`src/design/rtcal_consts.vh`:
```
// Register offsets, field positions and reset values for the RTC alarm block
`ifndef RTCAL_CONSTS_VH
`define RTCAL_CONSTS_VH

`define RTCAL_ADDR_W            4
`define RTCAL_OFS_SECOND_ALARM  4'h0
`define RTCAL_OFS_MINUTE_ALARM  4'h1
`define RTCAL_OFS_HOUR_ALARM    4'h2
`define RTCAL_OFS_WEEKDAY_ALARM 4'h3
`define RTCAL_OFS_DATE_ALARM    4'h4
`define RTCAL_OFS_MONTH_ALARM   4'h5
`define RTCAL_OFS_FLAG_CTRL     4'h6
`define RTCAL_NUM_ALARMS        6

`define RTCAL_BIT_CMP_EN        7
`define RTCAL_BIT_CARRY_FLAG    7
`define RTCAL_BIT_CARRY_IE      4
`define RTCAL_BIT_ALARM_IE      3
`define RTCAL_BIT_ALARM_FLAG    0

`define RTCAL_MASK_SECOND       8'h7f
`define RTCAL_MASK_MINUTE       8'h7f
`define RTCAL_MASK_HOUR         8'h3f
`define RTCAL_MASK_WEEKDAY      8'h07
`define RTCAL_MASK_DATE         8'h3f
`define RTCAL_MASK_MONTH        8'h1f
`define RTCAL_MASK_FLAG_CTRL    8'h99
`define RTCAL_FLAG_CTRL_RESET   8'h00
`define RTCAL_UNMAPPED_DATA     32'h00000000

`endif

```
`src/design/rtcal_alarm_mem.v`:
```
// Alarm value store without reset, registered read port
`timescale 1ns/1ps
`include "rtcal_consts.vh"

module rtcal_alarm_mem #(
  parameter DEPTH = `RTCAL_NUM_ALARMS,
  parameter AW    = 3
) (
  input  wire             sys_clk,
  input  wire             wrEn,
  input  wire [AW-1:0]    wrAddr,
  input  wire [6:0]       wrData,
  input  wire [AW-1:0]    rdAddr,
  output reg  [6:0]       rdData,
  output wire [7*DEPTH-1:0] allData
);

  // Value fields survive every reset, so no reset term here
  reg [6:0] mem [0:DEPTH-1];
  genvar g;

  always @(posedge sys_clk) begin
    if (wrEn) begin
      mem[wrAddr] <= wrData;
    end
    rdData <= mem[rdAddr];
  end

  generate
    for (g = 0; g < DEPTH; g = g + 1) begin : gFlat
      assign allData[7*g +: 7] = mem[g];
    end
  endgenerate

endmodule // rtcal_alarm_mem

```
`src/design/rtcal_match.v`:
```
// Enabled-field comparison and first-match edge detect
`timescale 1ns/1ps
`include "rtcal_consts.vh"

module rtcal_match (
  input  wire        sys_clk,
  input  wire        rstn,
  input  wire [5:0]  cmpEnable,
  input  wire [41:0] alarmValues,
  input  wire [41:0] counterValues,
  output wire        matchNow,
  output wire        matchRise
);

  reg  [5:0] fieldHit;
  reg        matchPrev_r;
  integer    i;

  function [7:0] fieldMask;
    input integer idx;
    begin
      case (idx)
        0:       fieldMask = `RTCAL_MASK_SECOND;
        1:       fieldMask = `RTCAL_MASK_MINUTE;
        2:       fieldMask = `RTCAL_MASK_HOUR;
        3:       fieldMask = `RTCAL_MASK_WEEKDAY;
        4:       fieldMask = `RTCAL_MASK_DATE;
        default: fieldMask = `RTCAL_MASK_MONTH;
      endcase
    end
  endfunction

  always @* begin
    fieldHit = 6'h00;
    for (i = 0; i < 6; i = i + 1) begin
      // Disabled fields count as hit; only enabled ones are compared
      fieldHit[i] = ~cmpEnable[i] |
        ((alarmValues[7*i +: 7] & fieldMask(i)) ==
         (counterValues[7*i +: 7] & fieldMask(i)));
    end
  end

  // Nothing enabled never matches
  assign matchNow = (&fieldHit) & (|cmpEnable);

  always @(posedge sys_clk or negedge rstn) begin
    if (!rstn) begin
      matchPrev_r <= 1'b0;
    end else begin
      matchPrev_r <= matchNow;
    end
  end

  // Flag once per match window, not every cycle of it
  assign matchRise = matchNow & ~matchPrev_r;

endmodule // rtcal_match

```
`src/design/rtcal_top.v`:
```
// RTC alarm comparison, carry/alarm flags and interrupt requests on Avalon-MM
//
// The Avalon-MM register port and the register addresses were decided locally.
`timescale 1ns/1ps
`include "rtcal_consts.vh"

// Summary of operation
// - Compare only fields whose bit 7 enable is set; alarm when all enabled agree.
// - Hour alarm is BCD 00 to 23; bit 6 reads zero.
// - Weekday alarm holds code 0 to 6 in bits 2..0; bits 6..3 read zero, bit 7 reads its enable.
// - Enable bits clear on power-on only; values survive all resets and standby.
// - Control register zero on power-on; manual reset keeps carry flag; standby holds.
// - Carry flag sets on every sub-second or second counter increment.
// - Writing 0 to carry flag clears it.
// - Carry interrupt asserted while carry flag and its enable are both 1.
// - Alarm interrupt asserted while alarm flag and its enable are both 1.
// - Alarm flag sets when time matches every enabled alarm field.
// - Writing 0 clears alarm flag; writing 1 leaves it unchanged.
// - Reserved control bits 6, 5, 2, 1 read zero.
// - Second alarm joins the comparison; its enable clears on power-on.
module rtcal_top (
  input  wire        sys_clk,
  input  wire        rstn,
  input  wire        manualRstn,
  input  wire        standby,
  input  wire [3:0]  avs_address,
  input  wire        avs_read,
  input  wire        avs_write,
  input  wire [31:0] avs_writedata,
  input  wire [3:0]  avs_byteenable,
  output reg  [31:0] avs_readdata,
  output wire        avs_waitrequest,
  input  wire [7:0]  second_counter,
  input  wire [7:0]  minute_counter,
  input  wire [7:0]  hour_counter,
  input  wire [7:0]  weekday_counter,
  input  wire [7:0]  date_counter,
  input  wire [7:0]  month_counter,
  input  wire        subSecondTick,
  input  wire        secondTick,
  output wire        carryIrq,
  output wire        alarmIrq
);

  localparam ST_IDLE  = 2'd0;
  localparam ST_FETCH = 2'd1;
  localparam ST_DONE  = 2'd2;

  reg  [1:0]  state_r;
  reg  [1:0]  state_nxt;
  reg  [5:0]  cmpEnable_r;
  reg         carryFlag_r;
  reg         carryIrqEn_r;
  reg         alarmIrqEn_r;
  reg         alarmFlag_r;
  reg  [3:0]  rdAddr_r;
  reg         manualDone_r;
  wire [6:0]  memRdData;
  wire [41:0] alarmValues;
  wire [41:0] counterValues;
  wire        matchRise;
  wire        lane0;
  wire        isAlarm;
  wire        wrAlarm;
  wire        wrCtrl;
  wire        carryEvent;
  wire [2:0]  memWrAddr;
  wire [2:0]  memRdAddr;
  wire [7:0]  ctrlRead;
  wire [7:0]  rdMasked;

  function isAlarmAddr;
    input [3:0] a;
    begin
      isAlarmAddr = (a <= `RTCAL_OFS_MONTH_ALARM);
    end
  endfunction

  function [7:0] readMask;
    input [3:0] a;
    begin
      if (a == `RTCAL_OFS_SECOND_ALARM) begin
        readMask = `RTCAL_MASK_SECOND;
      end else if (a == `RTCAL_OFS_MINUTE_ALARM) begin
        readMask = `RTCAL_MASK_MINUTE;
      end else if (a == `RTCAL_OFS_HOUR_ALARM) begin
        readMask = `RTCAL_MASK_HOUR;
      end else if (a == `RTCAL_OFS_WEEKDAY_ALARM) begin
        readMask = `RTCAL_MASK_WEEKDAY;
      end else if (a == `RTCAL_OFS_DATE_ALARM) begin
        readMask = `RTCAL_MASK_DATE;
      end else begin
        readMask = `RTCAL_MASK_MONTH;
      end
    end
  endfunction

  // Writes finish in the first cycle; reads take three for the registered memory
  assign avs_waitrequest = avs_read ? (state_r != ST_DONE) : 1'b0;

  assign lane0     = avs_byteenable[0];
  assign isAlarm   = isAlarmAddr(avs_address);
  assign wrAlarm   = avs_write & lane0 & isAlarm;
  assign wrCtrl    = avs_write & lane0 & (avs_address == `RTCAL_OFS_FLAG_CTRL);
  assign memWrAddr = avs_address[2:0];
  assign memRdAddr = avs_address[2:0];

  assign counterValues = {month_counter[6:0], date_counter[6:0], weekday_counter[6:0],
                          hour_counter[6:0], minute_counter[6:0], second_counter[6:0]};

  rtcal_alarm_mem #(
    .DEPTH (`RTCAL_NUM_ALARMS),
    .AW    (3)
  ) uMem (
    .sys_clk (sys_clk),
    .wrEn    (wrAlarm),
    .wrAddr  (memWrAddr),
    .wrData  (avs_writedata[6:0]),
    .rdAddr  (memRdAddr),
    .rdData  (memRdData),
    .allData (alarmValues)
  );

  rtcal_match uMatch (
    .sys_clk       (sys_clk),
    .rstn          (rstn),
    .cmpEnable     (cmpEnable_r),
    .alarmValues   (alarmValues),
    .counterValues (counterValues),
    .matchNow      (),
    .matchRise     (matchRise)
  );

  always @* begin
    state_nxt = state_r;
    case (state_r)
      ST_IDLE:  if (avs_read) state_nxt = ST_FETCH;
      ST_FETCH: state_nxt = ST_DONE;
      ST_DONE:  state_nxt = ST_IDLE;
      default:  state_nxt = ST_IDLE;
    endcase
  end

  always @(posedge sys_clk or negedge rstn) begin
    if (!rstn) begin
      state_r  <= ST_IDLE;
      rdAddr_r <= 4'h0;
    end else begin
      state_r  <= state_nxt;
      rdAddr_r <= avs_address;
    end
  end

  assign rdMasked = {1'b0, memRdData} & readMask(rdAddr_r);

  assign ctrlRead = {carryFlag_r, 2'b00, carryIrqEn_r, alarmIrqEn_r,
                     2'b00, alarmFlag_r};

  always @(posedge sys_clk or negedge rstn) begin
    if (!rstn) begin
      avs_readdata <= `RTCAL_UNMAPPED_DATA;
    end else if (state_r == ST_FETCH) begin
      if (isAlarmAddr(rdAddr_r)) begin
        avs_readdata <= {24'h000000,
          cmpEnable_r[rdAddr_r[2:0]], rdMasked[6:0]};
      end else if (rdAddr_r == `RTCAL_OFS_FLAG_CTRL) begin
        avs_readdata <= {24'h000000, ctrlRead & `RTCAL_MASK_FLAG_CTRL};
      end else begin
        avs_readdata <= `RTCAL_UNMAPPED_DATA;
      end
    end
  end

  // Enables cleared by power-on reset only; manual reset and standby keep them
  always @(posedge sys_clk or negedge rstn) begin
    if (!rstn) begin
      cmpEnable_r <= 6'h00;
    end else if (wrAlarm) begin
      cmpEnable_r[memWrAddr] <= avs_writedata[`RTCAL_BIT_CMP_EN];
    end
  end

  assign carryEvent = subSecondTick | secondTick;

  // Manual reset is level-sampled; clears every cycle it is held low, carry flag untouched
  always @(posedge sys_clk or negedge rstn) begin
    if (!rstn) begin
      carryFlag_r  <= 1'b0;
      carryIrqEn_r <= 1'b0;
      alarmIrqEn_r <= 1'b0;
      alarmFlag_r  <= 1'b0;
      manualDone_r <= 1'b0;
    end else begin
      manualDone_r <= ~manualRstn;
      if (carryEvent) begin
        carryFlag_r <= 1'b1;
      end else if (wrCtrl && !avs_writedata[`RTCAL_BIT_CARRY_FLAG]) begin
        carryFlag_r <= 1'b0;
      end
      if (!manualRstn) begin
        carryIrqEn_r <= 1'b0;
        alarmIrqEn_r <= 1'b0;
        alarmFlag_r  <= 1'b0;
      end else begin
        if (wrCtrl) begin
          carryIrqEn_r <= avs_writedata[`RTCAL_BIT_CARRY_IE];
          alarmIrqEn_r <= avs_writedata[`RTCAL_BIT_ALARM_IE];
        end
        if (matchRise) begin
          alarmFlag_r <= 1'b1;
        end else if (wrCtrl && !avs_writedata[`RTCAL_BIT_ALARM_FLAG]) begin
          alarmFlag_r <= 1'b0;
        end
      end
    end
  end

  assign carryIrq = carryFlag_r & carryIrqEn_r;
  assign alarmIrq = alarmFlag_r & alarmIrqEn_r;

endmodule // rtcal_top

```
`config.mk`:
```
export PLATFORM = sky130hd
export DESIGN_NAME = rtcal_top
export DESIGN_NICKNAME = d
export VERILOG_FILES = /design/src/design/rtcal_alarm_mem.v /design/src/design/rtcal_match.v /design/src/design/rtcal_top.v
export VERILOG_INCLUDE_DIRS = /design/src /design/src/design
export SDC_FILE = /design/constraint.sdc
export NUM_CORES = 1
export LEC_CHECK = 0
export BUFFER_PORTS_ARGS = -buffer_cell sky130_fd_sc_hd__buf_4
export CORE_MARGIN = 2
export CORE_UTILIZATION = 50
export DETAILED_ROUTE_END_ITERATION = 16
export GPL_TIMING_DRIVEN = 0
export PLACE_DENSITY_LB_ADDON = 0.12
export SETUP_SLACK_MARGIN = 0.02
export SYNTH_ARGS = -nofsm -noshare
export SYNTH_HDL_FRONTEND = slang
export SYNTH_SLANG_ARGS = --single-unit
export TNS_END_PERCENT = 5
```
`constraint.sdc`:
```
create_clock -name sys_clk -period 3.35 [get_ports sys_clk]
set_input_delay 0.1675 -clock sys_clk [delete_from_list [all_inputs] [get_ports sys_clk]]
set_output_delay 0.1675 -clock sys_clk [all_outputs]
set_load 0.1 [all_outputs]
```
==> reports/summary.txt <==
CTS tree = done
Avg Cell Area, Syn = 15.0 um2
DRT iter0 DRCs = 103
Post-CTS Setup Bufs = 0
CTS Buf Count = 9
first-pass GRT wire length = 13,000 um
Filler cells = 608
Post-synth top cells = edfxtp_1, buf_4, dfrtp_1
H-tree Lvls = 3
Core Rows = 32
Yosys warning count = 0
EDFF count, synth = 56
FF-to-FF path depth = 5
maximum root-to-sink buffer count = 2
most common cell in the netlist = edfxtp_1
HPWL Detailed = 6160 um
vias in the first global route = 2,421
DR pass1 iterations = 4
I/O Pins = 131
CP Data Arrival Time = 2.63 ns
Worst Skew = 0.00980 ns
layout cells sized above 1 = 34.5%
DRC violations left = 0
Post-Synthesis Cells = 264
Vias = 2,415
Most used DFF post-synth = edfxtp_1
Fmax = 419 MHz
PnR Total Power = 2510 uW
CP Max Fanout = 8
Skew-Pair Late Insertion Delay = 0.35 ns
post-cts gate resize count = 0
top-area cell type share of the netlist area = 42.4%
Worst IR Drop VDD = 342 uV
Post-Route WL = 8360 um
nets = 477
Worst setup EP type = flip-flop
outcome = finished clean
height of the die = 93.1 um
Power Dens Cells = 506 mW/mm2
largest area contributor in the synthesized netlist = edfxtp_1
port buffer count = 64
total track usage = 21.0%
worst-margin pin slew = 0.893 ns
root buf cell = clkbuf_8
HP Start = subSecondTick
Worst-path clk slew = 0.09 ns
via/cell ratio = 4.95
Final Non-Filler Cells = 488
Area Overhead vs Synth = 24.8%
min-delay worst type = in -> reg
Die X = 93.1 um
r2r startpoint = uMem.mem[4][5]
Initial Util = 51.4%
Placed Cells = 467
post-synthesis sequential area ratio = 61.6%
WL/cell = 17.1 um
Distinct cells, synth = 40
RD Place Congestion = 0.860
FF-to-FF setup slack = 1.63 ns
GR Overflow Total = 0
worst endpoint required time = 3.60 ns
post-route ant nets = 0
Placeable Area = 0.00773 mm2
Clock Sinks = 88
die area = 0.00867 mm2
# Max-Cap Violations = 0
top cells by area, synth = edfxtp_1, dfrtp_1, mux4_1, buf_4, xnor2_1
Leakage = 0.00204 uW
Hold Path End = carryFlag_r
Rel. slew slack = 40.2%
setup violators final = 0
RSZ-0062 raised after global routing = false
max-slew violations = 0
WS Path Type = in -> reg
Synth Cell Area = 0.00397 mm2
Seq cells post-synth = 88
Critical R2R Capture = alarmFlag_r
largest net degree at the start of global routing = 26
min setup slack post-route = 0.966 ns
FFs w/ async S/R, synth = 28.4%
Final min period = 2.38 ns
pre-CTS setup slack = 1.13 ns
fin crit share = 71.2%
# diodes = 0
hold path cells = 3
number of antenna violations at the first check in global routing = 0
Setup crit start kind = input pin
Final Hold Fails = 0
Fin Setup TNS = 0 ns
## registers in the layout, indices dropped and copies added, names as in the netlist
signal	cells
alarmFlag_r	1
avs_readdata	8
carryIrqEn_r	1
uMem.mem	56
carryFlag_r	1
uMatch.matchPrev_r	1
uMem.rdData	7
cmpEnable_r	6
alarmIrqEn_r	1
state_r	2
rdAddr_r	4
## where the power goes
| part | total (uW) | internal [uW] | leakage (uW) | switching, uW |
|---|---|---|---|---|
| combinational | 569 | 179 | 0.00106 | 390 |
| clock | 664 | 276 | 0.0000878 | 388 |
| sequential | 1270 | 1230 | 0.000894 | 44.0 |
| total | 2510 | 1680 | 0.00204 | 823 |
## cell usage in the layout, fill, tap and decap left out, drive strengths merged, types with 2 or more instances in the layout
master       count
o41ai            4
clkbuf          11
xor2            12
dlygate4sd3      5
o21ai           10
edfxtp          56
o211ai           2
clkinv           4
a22oi            2
nand4            5
nand3            2
o31ai            3
dfxtp            7
conb            38
dfrtp           25
xnor2           22
mux2            13
nor2             4
a21oi            5
and2             2
buf             93
nor3b            5
nor3             3
nand2           19
inv              6
mux4            15
## per-layer routing
layer | GRT usage [%] | vias to the layer above | wire (um)
li1 | - | 1167 | -
met1 | 26.6 | 1161 | 3540
met2 | 35.9 | 83 | 4250
met3 | 6.12 | 4 | 490
met4 | 5.15 | 0 | 78
met5 | 0 | - | 0
## final cells by class
cell class,instances,area (um2),share of cell area (%)
clock buffers,9,124,2.50
flip-flops and latches,88,2450,49.4
inverters,4,15.0,0.303
repair buffers,69,531,10.7
clock inverters,7,55.1,1.11
well taps,102,128,2.58
plain buffers,31,224,4.52
multi-input cells,178,1430,28.9
## how the worst max path moves through the flow
stage,from,cells after the start,slack [ns],to
5_1_grt,avs_address[1],7,0.84,cmpEnable_r[4]
4_1_cts,avs_address[1],7,0.95,cmpEnable_r[4]
3_3_place_gp,avs_address[1],5,0.99,cmpEnable_r[3]
2_1_floorplan,state_r[0],2,0.62,avs_waitrequest
3_5_place_dp,avs_address[1],5,1.13,cmpEnable_r[2]
6_report,avs_address[1],7,0.97,cmpEnable_r[4]
## critical path: stages
cell           delay, ns
dlygate4sd3_1       0.55
buf_4               0.14
buf_4               0.16
nor3_1              0.41
nand2_1             0.11
nor2_1              0.69
mux2_2              0.41
## through the flow
stage / instance area [um2] / utilization, % / hold slack (ns)
2_1_floorplan: 4110 / - / -0.128
3_3_place_gp: 4720 / 61.0 / 0.0881
3_5_place_dp: 4720 / 61.1 / 0.0915
4_1_cts: 4950 / 64.1 / 0.00328
5_1_grt: 4960 / 64.1 / 0.00258
6_report: 4960 / 64.1 / 0.0139
## logic make-up after synthesis
logic type / after synthesis / synth area share, %
and+or+nand+nor: 49 / 6.90
DFF: 88 / 61.6
muxes: 29 / 13.3
xor gates and xnor gates: 34 / 7.50
AOI/OAI and AO/OA: 27 / 4.29
adders and majority gates: 1 / 0.252
buffers and inverters: 35 / 6.02
other: 1 / 0.0945
## repair_timing
item                                   4_1_cts  5_1_grt
setup endpoints to repair                    0        0
endpoints found under the hold margin       29        0
hold buffers                                 5        0
Power figures use the tool's default switching activity.
